[src/hdl/sadc_regs.svh]
`ifndef SADC_REGS_SVH
`define SADC_REGS_SVH

// Register indices; byte address is four times the index
`define SADC_CSR_IDX 10'h070
`define SADC_UPPER_IDX 10'h071
`define SADC_LOWER_IDX 10'h072

// Control/status field positions
`define SADC_EOC_BIT 7
`define SADC_SPEED_BIT 6
`define SADC_ON_BIT 5
`define SADC_RSV_BIT 4
`define SADC_SEL_MSB 3
`define SADC_SEL_LSB 0

// Reset values
`define SADC_CSR_RST 8'h00
`define SADC_RESULT_RST 10'h000

// Converter clock divider: last count of each rate
`define SADC_DIV_FAST_LAST 2'h1
`define SADC_DIV_SLOW_LAST 2'h3

// Successive approximation constants
`define SADC_MSB_IDX 4'h9
`define SADC_MSB_CODE 10'h200

// Bus responses
`define SADC_RESP_OKAY 2'h0
`define SADC_RESP_SLVERR 2'h2

`endif

[src/hdl/sadc_pkg.sv]
package sadc_pkg;

   // Control/status register image, bit 7 down to bit 0
   typedef struct packed {
      logic eoc;
      logic speed;
      logic on;
      logic rsv;
      logic [3:0] sel;
   } sadc_csr_t;

   // Signals toward the analog front end
   typedef struct packed {
      logic converter_on;
      logic [3:0] input_select;
      logic sample;
      logic [9:0] trial_code;
   } sadc_fe_t;

   // Register selected by a bus address
   typedef enum logic [1:0] {
      SEL_NONE = 2'h0,
      SEL_CSR = 2'h1,
      SEL_UPPER = 2'h2,
      SEL_LOWER = 2'h3
   } sadc_sel_t;

   // Conversion engine states
   typedef enum logic [2:0] {
      SAR_IDLE = 3'h1,
      SAR_SAMPLE = 3'h2,
      SAR_TRIAL = 3'h4
   } sadc_sar_state_t;

endpackage

[src/hdl/sadc_sar.sv]
`timescale 1ns/1ps
`include "sadc_regs.svh"

module sadc_sar
   import sadc_pkg::*;
(
   // Clock and reset
   input wire logic aclk,
   input wire logic aresetn,
   // Control from the register block
   input wire logic run,
   input wire logic restart,
   input wire logic tick,
   // Latched comparator decision, synchronous to aclk
   input wire logic cmp_high,
   // Front end drive
   output logic sample,
   output logic [9:0] code,
   // Conversion result
   output logic done,
   output logic [9:0] result
);

   sadc_sar_state_t st_r, st_nxt;
   logic [9:0] code_r, code_nxt;
   logic [3:0] idx_r, idx_nxt;
   logic done_r, done_nxt;
   logic [9:0] result_r, result_nxt;

   ////////////////////////////////////////////////////////////////////////////
   // Next state: one sample tick, then one bit trial per converter tick
   always_comb
   begin
      st_nxt = st_r;
      code_nxt = code_r;
      idx_nxt = idx_r;
      done_nxt = 1'b0;
      result_nxt = result_r;
      if (!run)
      begin
         st_nxt = SAR_IDLE;
         code_nxt = `SADC_RESULT_RST;
      end
      else if (restart)
      begin
         st_nxt = SAR_SAMPLE;
         code_nxt = `SADC_RESULT_RST;
      end
      else
      begin
         case (st_r)
            SAR_IDLE:
               st_nxt = SAR_SAMPLE;
            SAR_SAMPLE:
               if (tick)
               begin
                  st_nxt = SAR_TRIAL;
                  code_nxt = `SADC_MSB_CODE;
                  idx_nxt = `SADC_MSB_IDX;
               end
            SAR_TRIAL:
               if (tick)
               begin
                  // Keep the trial bit only if the input is at or above the code
                  code_nxt[idx_r] = cmp_high;
                  if (idx_r == 4'h0)
                  begin
                     done_nxt = 1'b1;
                     result_nxt = code_nxt;
                     code_nxt = `SADC_RESULT_RST;
                     st_nxt = SAR_SAMPLE;
                  end
                  else
                  begin
                     idx_nxt = idx_r - 4'h1;
                     code_nxt[idx_nxt] = 1'b1;
                  end
               end
            default:
               st_nxt = SAR_IDLE;
         endcase
      end
   end

   // State registers
   always_ff @(posedge aclk)
   begin
      if (!aresetn)
      begin
         st_r <= SAR_IDLE;
         code_r <= `SADC_RESULT_RST;
         idx_r <= `SADC_MSB_IDX;
         done_r <= 1'b0;
         result_r <= `SADC_RESULT_RST;
      end
      else
      begin
         st_r <= st_nxt;
         code_r <= code_nxt;
         idx_r <= idx_nxt;
         done_r <= done_nxt;
         result_r <= result_nxt;
      end
   end

   assign sample = (st_r == SAR_SAMPLE);
   assign code = code_r;
   assign done = done_r;
   assign result = result_r;
endmodule // sadc_sar

[src/hdl/sadc_ctrl.sv]
// How it works
// - Hardware sets conversion-done flag, bit 7, when a conversion completes.
// - Reading the upper result or writing control/status with byte lane 0 enabled clears the done flag.
// - Rate bit zero divides core clock by four, one divides by two.
// - Converter-on zero stops conversion; setting it starts converting.
// - Four-bit input select is a plain binary input index.
// - Upper result is read-only and shows result bits nine to two.
// - Lower result is read-only, bits one and zero, zeros above.
// - Control/status bits are read/write except the done flag.
// - Reset clears control/status and both result registers.
// - While on, conversions repeat back to back on the selected input.
// - Changing input select aborts, clears done flag, restarts on new input.
// - Input above reference saturates to all ones, no overflow flag.
// - Results are not paired; each completion overwrites both halves.
//
// Decided for this implementation: register access over AXI4-Lite.
`timescale 1ns/1ps
`include "sadc_regs.svh"

module sadc_ctrl
   import sadc_pkg::*;
(
   // Clock and reset
   input wire logic aclk,
   input wire logic aresetn,
   // AXI4-Lite write address and data
   input wire logic awvalid,
   output logic awready,
   input wire logic [11:0] awaddr,
   input wire logic wvalid,
   output logic wready,
   input wire logic [31:0] wdata,
   input wire logic [3:0] wstrb,
   // AXI4-Lite write response
   output logic bvalid,
   input wire logic bready,
   output logic [1:0] bresp,
   // AXI4-Lite read
   input wire logic arvalid,
   output logic arready,
   input wire logic [11:0] araddr,
   output logic rvalid,
   input wire logic rready,
   output logic [31:0] rdata,
   output logic [1:0] rresp,
   // Analog front end
   output sadc_fe_t fe,
   input wire logic cmp_high
);

   // Address decode shared by the read and write paths
   function automatic sadc_sel_t reg_decode(input logic [11:0] addr);
      sadc_sel_t sel;
      sel = SEL_NONE;
      if (addr[11:2] == `SADC_CSR_IDX)
         sel = SEL_CSR;
      else if (addr[11:2] == `SADC_UPPER_IDX)
         sel = SEL_UPPER;
      else if (addr[11:2] == `SADC_LOWER_IDX)
         sel = SEL_LOWER;
      return sel;
   endfunction

   logic aw_got_r, aw_got_nxt;
   logic [11:0] aw_addr_r, aw_addr_nxt;
   logic w_got_r, w_got_nxt;
   logic [31:0] w_data_r, w_data_nxt;
   logic w_lane0_r, w_lane0_nxt;
   logic bvalid_r, bvalid_nxt;
   logic [1:0] bresp_r, bresp_nxt;
   logic rvalid_r, rvalid_nxt;
   logic [31:0] rdata_r, rdata_nxt;
   logic [1:0] rresp_r, rresp_nxt;
   sadc_csr_t csr_r, csr_nxt;
   logic [9:0] result_r, result_nxt;
   logic [1:0] div_r, div_nxt;
   logic wr_commit;
   sadc_sel_t wr_sel;
   sadc_sel_t rd_sel;
   logic ar_fire;
   logic csr_wr;
   logic upper_rd;
   logic ch_change;
   logic tick;
   logic sar_done;
   logic [9:0] sar_result;
   logic sar_sample;
   logic [9:0] sar_code;

   ////////////////////////////////////////////////////////////////////////////
   // Write path: address and data are caught in either order, then committed
   assign awready = !aw_got_r && !bvalid_r;
   assign wready = !w_got_r && !bvalid_r;
   assign wr_commit = aw_got_r && w_got_r;
   assign wr_sel = reg_decode(aw_addr_r);
   // A write with lane 0 off touches no bit, so it leaves the done flag alone
   assign csr_wr = wr_commit && wr_sel == SEL_CSR && w_lane0_r;
   assign ch_change = csr_wr && w_data_r[`SADC_SEL_MSB:`SADC_SEL_LSB] != csr_r.sel;

   always_comb
   begin
      aw_got_nxt = aw_got_r;
      aw_addr_nxt = aw_addr_r;
      w_got_nxt = w_got_r;
      w_data_nxt = w_data_r;
      w_lane0_nxt = w_lane0_r;
      bvalid_nxt = bvalid_r;
      bresp_nxt = bresp_r;
      if (awvalid && awready)
      begin
         aw_got_nxt = 1'b1;
         aw_addr_nxt = awaddr;
      end
      if (wvalid && wready)
      begin
         w_got_nxt = 1'b1;
         w_data_nxt = wdata;
         w_lane0_nxt = wstrb[0];
      end
      if (wr_commit)
      begin
         aw_got_nxt = 1'b0;
         w_got_nxt = 1'b0;
         bvalid_nxt = 1'b1;
         // Read-only targets accept and ignore; holes answer with an error
         bresp_nxt = (wr_sel == SEL_NONE) ? `SADC_RESP_SLVERR : `SADC_RESP_OKAY;
      end
      else if (bvalid_r && bready)
         bvalid_nxt = 1'b0;
   end

   // Write path registers
   always_ff @(posedge aclk)
   begin
      if (!aresetn)
      begin
         aw_got_r <= 1'b0;
         aw_addr_r <= 12'h000;
         w_got_r <= 1'b0;
         w_data_r <= 32'h00000000;
         w_lane0_r <= 1'b0;
         bvalid_r <= 1'b0;
         bresp_r <= `SADC_RESP_OKAY;
      end
      else
      begin
         aw_got_r <= aw_got_nxt;
         aw_addr_r <= aw_addr_nxt;
         w_got_r <= w_got_nxt;
         w_data_r <= w_data_nxt;
         w_lane0_r <= w_lane0_nxt;
         bvalid_r <= bvalid_nxt;
         bresp_r <= bresp_nxt;
      end
   end

   assign bvalid = bvalid_r;
   assign bresp = bresp_r;

   ////////////////////////////////////////////////////////////////////////////
   // Read path: one read in flight, data captured at the address handshake
   assign arready = !rvalid_r;
   assign ar_fire = arvalid && arready;
   assign rd_sel = reg_decode(araddr);
   assign upper_rd = ar_fire && rd_sel == SEL_UPPER;

   always_comb
   begin
      rvalid_nxt = rvalid_r;
      rdata_nxt = rdata_r;
      rresp_nxt = rresp_r;
      if (ar_fire)
      begin
         rvalid_nxt = 1'b1;
         rresp_nxt = `SADC_RESP_OKAY;
         case (rd_sel)
            SEL_CSR:
               rdata_nxt = {24'h000000, csr_r};
            SEL_UPPER:
               rdata_nxt = {24'h000000, result_r[9:2]};
            SEL_LOWER:
               rdata_nxt = {30'h00000000, result_r[1:0]};
            default:
            begin
               rdata_nxt = 32'h00000000;
               rresp_nxt = `SADC_RESP_SLVERR;
            end
         endcase
      end
      else if (rvalid_r && rready)
         rvalid_nxt = 1'b0;
   end

   // Read path registers
   always_ff @(posedge aclk)
   begin
      if (!aresetn)
      begin
         rvalid_r <= 1'b0;
         rdata_r <= 32'h00000000;
         rresp_r <= `SADC_RESP_OKAY;
      end
      else
      begin
         rvalid_r <= rvalid_nxt;
         rdata_r <= rdata_nxt;
         rresp_r <= rresp_nxt;
      end
   end

   assign rvalid = rvalid_r;
   assign rdata = rdata_r;
   assign rresp = rresp_r;

   ////////////////////////////////////////////////////////////////////////////
   // Control/status and result registers
   always_comb
   begin
      csr_nxt = csr_r;
      result_nxt = result_r;
      if (csr_wr)
      begin
         // Done flag takes no write data
         csr_nxt.speed = w_data_r[`SADC_SPEED_BIT];
         csr_nxt.on = w_data_r[`SADC_ON_BIT];
         csr_nxt.rsv = w_data_r[`SADC_RSV_BIT];
         csr_nxt.sel = w_data_r[`SADC_SEL_MSB:`SADC_SEL_LSB];
      end
      if (upper_rd || csr_wr)
         csr_nxt.eoc = 1'b0;
      // Completion wins over a clear in the same cycle
      if (sar_done)
      begin
         csr_nxt.eoc = 1'b1;
         result_nxt = sar_result;
      end
   end

   // Register file
   always_ff @(posedge aclk)
   begin
      if (!aresetn)
      begin
         csr_r <= `SADC_CSR_RST;
         result_r <= `SADC_RESULT_RST;
      end
      else
      begin
         csr_r <= csr_nxt;
         result_r <= result_nxt;
      end
   end

   ////////////////////////////////////////////////////////////////////////////
   // Converter clock enable; held in reset while off to save power
   assign tick = csr_r.on &&
      div_r == (csr_r.speed ? `SADC_DIV_FAST_LAST : `SADC_DIV_SLOW_LAST);

   always_comb
   begin
      div_nxt = div_r + 2'h1;
      if (!csr_r.on || tick)
         div_nxt = 2'h0;
   end

   // Divider register
   always_ff @(posedge aclk)
   begin
      if (!aresetn)
         div_r <= 2'h0;
      else
         div_r <= div_nxt;
   end

   ////////////////////////////////////////////////////////////////////////////
   // Conversion engine
   sadc_sar u_sar (
      .aclk(aclk),
      .aresetn(aresetn),
      .run(csr_r.on),
      .restart(ch_change),
      .tick(tick),
      .cmp_high(cmp_high),
      .sample(sar_sample),
      .code(sar_code),
      .done(sar_done),
      .result(sar_result)
   );

   // Front end drive from flip-flops, except sample, which is decoded from the engine state
   assign fe.converter_on = csr_r.on;
   assign fe.input_select = csr_r.sel;
   assign fe.sample = sar_sample;
   assign fe.trial_code = sar_code;
endmodule // sadc_ctrl

[config.mk]
export PLATFORM = sky130hd
export DESIGN_NAME = sadc_ctrl
export DESIGN_NICKNAME = d
export VERILOG_FILES = /design/src/hdl/sadc_pkg.sv /design/src/hdl/sadc_sar.sv /design/src/hdl/sadc_ctrl.sv
export VERILOG_INCLUDE_DIRS = /design/src /design/src/hdl
export SDC_FILE = /design/constraint.sdc
export NUM_CORES = 1
export LEC_CHECK = 0
export BUFFER_PORTS_ARGS = -buffer_cell sky130_fd_sc_hd__clkbuf_2
export CAP_MARGIN = 20
export CORE_MARGIN = 4
export CORE_UTILIZATION = 30
export CTS_BUF_LIST = sky130_fd_sc_hd__clkbuf_4 sky130_fd_sc_hd__clkbuf_8
export DETAILED_ROUTE_END_ITERATION = 8
export SLEW_MARGIN = 20
export SYNTH_ARGS = -nofsm -noshare
export SYNTH_HDL_FRONTEND = slang
export SYNTH_SLANG_ARGS = --single-unit
[constraint.sdc]
create_clock -name aclk -period 1.75 [get_ports aclk]
set_input_delay 0.0875 -clock aclk [delete_from_list [all_inputs] [get_ports aclk]]
set_output_delay 0.0875 -clock aclk [all_outputs]
set_load 0.03 [all_outputs]
==> impl_metrics.tcl <==
set metrics [dict create \
    status "finished, final reports clean" \
    drive_above_1_share_pct 27.0 \
    cts_tree "yes" \
    worst-slew-pin-transition_ps 662 \
    slowest_stage "sky130_fd_sc_hd__or4_4" \
    min_period_ps 1720 \
    mappedNetlistArea_mm2 0.00398 \
    cts_htree_levels 3 \
    fillCellCount 1270 \
    cellLeakagePower_nw 2.08 \
    maxCapViolCount 0 \
    grtUsageTotal_pct 12.8 \
    number_of_clock_sinks 80 \
    irDropWorstVdd_uv 397 \
    first_global_vias 3332 \
    die_x_um 123 \
    antenna_violations_before_repair 0 \
    synth_cell_types 54 \
    hold_path_class "in2reg" \
    dieArea_mm2 0.0152 \
    fin_nets 629 \
    post_dp_cell_area_mm2 0.00451 \
    drc_errors 0 \
    hpwlAfterDp_mm 7.02 \
    timing.hold.ws_ps 17.2 \
    detailroute.via_count 3342 \
    ys_seq_area_share_pct 40.3 \
    number_of_vias_per_cell_after_detailed_routing 4.57 \
    antenna-diode-count 0 \
    required_ps 1990 \
    final_hold_viol_count 0 \
    async_flop_share_pct 0 \
    drtAntennaViolNets 0 \
    synth_cells 451 \
    yosys.area.top_type "sky130_fd_sc_hd__dfxtp_1" \
    post_synth_most_frequent_cells "sky130_fd_sc_hd__nand2_1, sky130_fd_sc_hd__dfxtp_1, sky130_fd_sc_hd__buf_4" \
    later_pin_clock_latency_in_the_skew_report_ps 350 \
    critical_path_arrival_ps 1960 \
    gp_congestion 0.788 \
    post_synthesis_average_cell_area_um2 8.81 \
    cell_chain_of_the_critical_path "or4_4 > nor4_4 > buf_6 > a21oi_4 > buf_12 > o211a_1" \
    cts.reportedPaths.clkPinSlew_ps 80 \
    timing.clock.skew_ps 10.6 \
    ctsRootBufferMaster "sky130_fd_sc_hd__clkbuf_8" \
    slew_headroom_pct 55.8 \
    placeableCoreArea_mm2 0.0128 \
    synth.most_common_cell "sky130_fd_sc_hd__nand2_1" \
    postLayoutCellArea_mm2 0.00504 \
    number_of_iterations_in_the_first_detailed_routing_pass 4 \
    worst_setup_path_start_kind "flop" \
    crit_family "simple AND/OR/NAND/NOR gates" \
    synth_enable_flop_cells 0 \
    reg2reg_setup_slack_ps 30 \
    synth_area_leaders "sky130_fd_sc_hd__dfxtp_1, sky130_fd_sc_hd__nand2_1, sky130_fd_sc_hd__mux2i_1" \
    synthDominantCellAreaShare_pct 40.3 \
    cp-end-kind "flop" \
    tns_setup_ps 0 \
    first_pass_grt_wire_length_mm 15.6 \
    grt_remaining_overflow 0 \
    number_of_buffers_inserted_by_port_buffering 66 \
    pd_cells_mw_per_mm2 709 \
    grt_max_degree 28 \
    postSynthRegisterBits 80 \
    rsz0062_at_grt "true" \
    maxSlewViolCount 0 \
    start_util_pct 31.1 \
    setup_viol_count_final 0 \
    max_incr_delay_on_cp_ps 540 \
    std_cell_rows 41 \
    chip_height_um 123 \
    drt_first_iter_violations 116 \
    worst-path-buf-inv 2 \
    post_synthesis_to_final_layout_area_growth_pct 26.9 \
    part_of_the_cycle_the_worst_path_needs_pct 98.2 \
    drt_wl_total_mm 9.29 \
    achievable-frequency_mhz 582 \
    timing_worst_setup_path_type "reg2reg" \
    cts_max_path_buffers 2 \
    final_util_pct 39.5 \
    p_total_w 0.00358 \
    clock_buffers_created_by_tritoncts 9 \
    synthFlopType "sky130_fd_sc_hd__dfxtp_1" \
    count_of_synthesis_stage_warnings_from_yosys 0 \
    path_max_fanout 20 \
    num_io_pins 125 \
    wl_per_cell_um 12.7 \
]
[worst paths after layout]
check | from | endpoint | cells after the start
setup reg to reg | aw_addr_r[11]$_SDFFE_PN0P_ | u_sar.result[9]$_SDFFE_PN0P_ | 6
hold / removal | bready | bvalid$_SDFFE_PN0P_ | 3
hold reg to reg | div_r[0]$_SDFF_PP0_ | div_r[0]$_SDFF_PP0_ | 1
setup / recovery | aw_addr_r[11]$_SDFFE_PN0P_ | u_sar.result[9]$_SDFFE_PN0P_ | 6
[sequential cells by signal, summed over array words and instances (netlist names), 4 cells and up]
register	count
aw_addr_r	10
fe	5
rdata	8
u_sar.result	10
u_sar.code	10
u_sar.idx_r	4
result_r	10
w_data_r	7
[worst register-to-register path, delay by kind of cell (launching register included)]
kind                   cells  cell delay (ps)
DFF                        1              330
AOI/OAI and AO/OA          2              260
and+or+nand+nor            2              690
buffers and inverters      2              320
[layout by cell type (no fill, tap or decap), types with 3 or more instances in the layout]
master,count
sky130_fd_sc_hd__a21boi_0,20
sky130_fd_sc_hd__a21oi_1,19
sky130_fd_sc_hd__a2bb2oi_2,4
sky130_fd_sc_hd__a31oi_1,4
sky130_fd_sc_hd__and2_1,3
sky130_fd_sc_hd__buf_4,35
sky130_fd_sc_hd__clkbuf_2,66
sky130_fd_sc_hd__clkbuf_8,9
sky130_fd_sc_hd__clkinv_2,3
sky130_fd_sc_hd__conb_1,26
sky130_fd_sc_hd__dfxtp_1,76
sky130_fd_sc_hd__dlygate4sd3_1,20
sky130_fd_sc_hd__ha_1,4
sky130_fd_sc_hd__inv_1,4
sky130_fd_sc_hd__mux2i_1,31
sky130_fd_sc_hd__nand2_1,84
sky130_fd_sc_hd__nand3_1,6
sky130_fd_sc_hd__nand4_1,4
sky130_fd_sc_hd__nand4b_1,4
sky130_fd_sc_hd__nor2_1,17
sky130_fd_sc_hd__nor2b_1,25
sky130_fd_sc_hd__nor3b_1,5
sky130_fd_sc_hd__o211a_1,9
sky130_fd_sc_hd__o21ai_0,15
sky130_fd_sc_hd__o21ai_1,4
sky130_fd_sc_hd__xnor2_1,7
[stage by stage]
step           cells  setup slack [ps]
2_1_floorplan    476             -31.7
6_report         731              30.9
3_3_place_gp     691              11.3
5_1_grt          731             -57.3
4_1_cts          726              3.30
3_5_place_dp     691             -50.0
[layer usage]
layer / wire (um) / vias up / GRT usage, %
met5: 0 / - / 0
met4: 116 / 0 / 3.32
met3: 434 / 12 / 3.29
met2: 4540 / 77 / 22.0
met1: 4210 / 1556 / 15.9
li1: - / 1697 / -
[report_power, final]
group	internal, W	leakage [nW]	switching (W)
combinational	0.000149	1.34	0.000241
sequential	0.00186	0.650	0.0000273
clock	0.000646	0.0948	0.000656
total	0.00265	2.08	0.000924
[kinds of logic after synthesis]
kind of cell | count (synthesis) | share of synthesized area (%)
xor gates and xnor gates | 8 | 1.76
adders and majority gates | 6 | 1.89
buffers and inverters | 63 | 10.6
muxes | 32 | 8.09
other | 1 | 0.0943
AOI/OAI and AO/OA | 92 | 16.1
and+or+nand+nor | 169 | 21.2
DFF | 80 | 40.3
[final cells by class]
| cell class | count | area (um2) | share of cell area (%) |
|---|---|---|---|
| timing repair buffer | 124 | 845 | 16.7 |
| sequential | 80 | 1610 | 32.0 |
| inverter | 7 | 33.8 | 0.670 |
| clock buffer | 9 | 124 | 2.46 |
| clock inverter | 6 | 61.3 | 1.22 |
| multi-input combinational | 333 | 2150 | 42.7 |
| tap | 172 | 215 | 4.27 |
[timing repair]
action	CTS	global route
setup endpoints to repair	5	36
endpoints found under the hold margin	19	0
hold buffers	20	0
setup buffers	0	5
gates resized for setup	3	23
pin swaps	0	4
No activity file was read; power rests on OpenSTA's default activity.
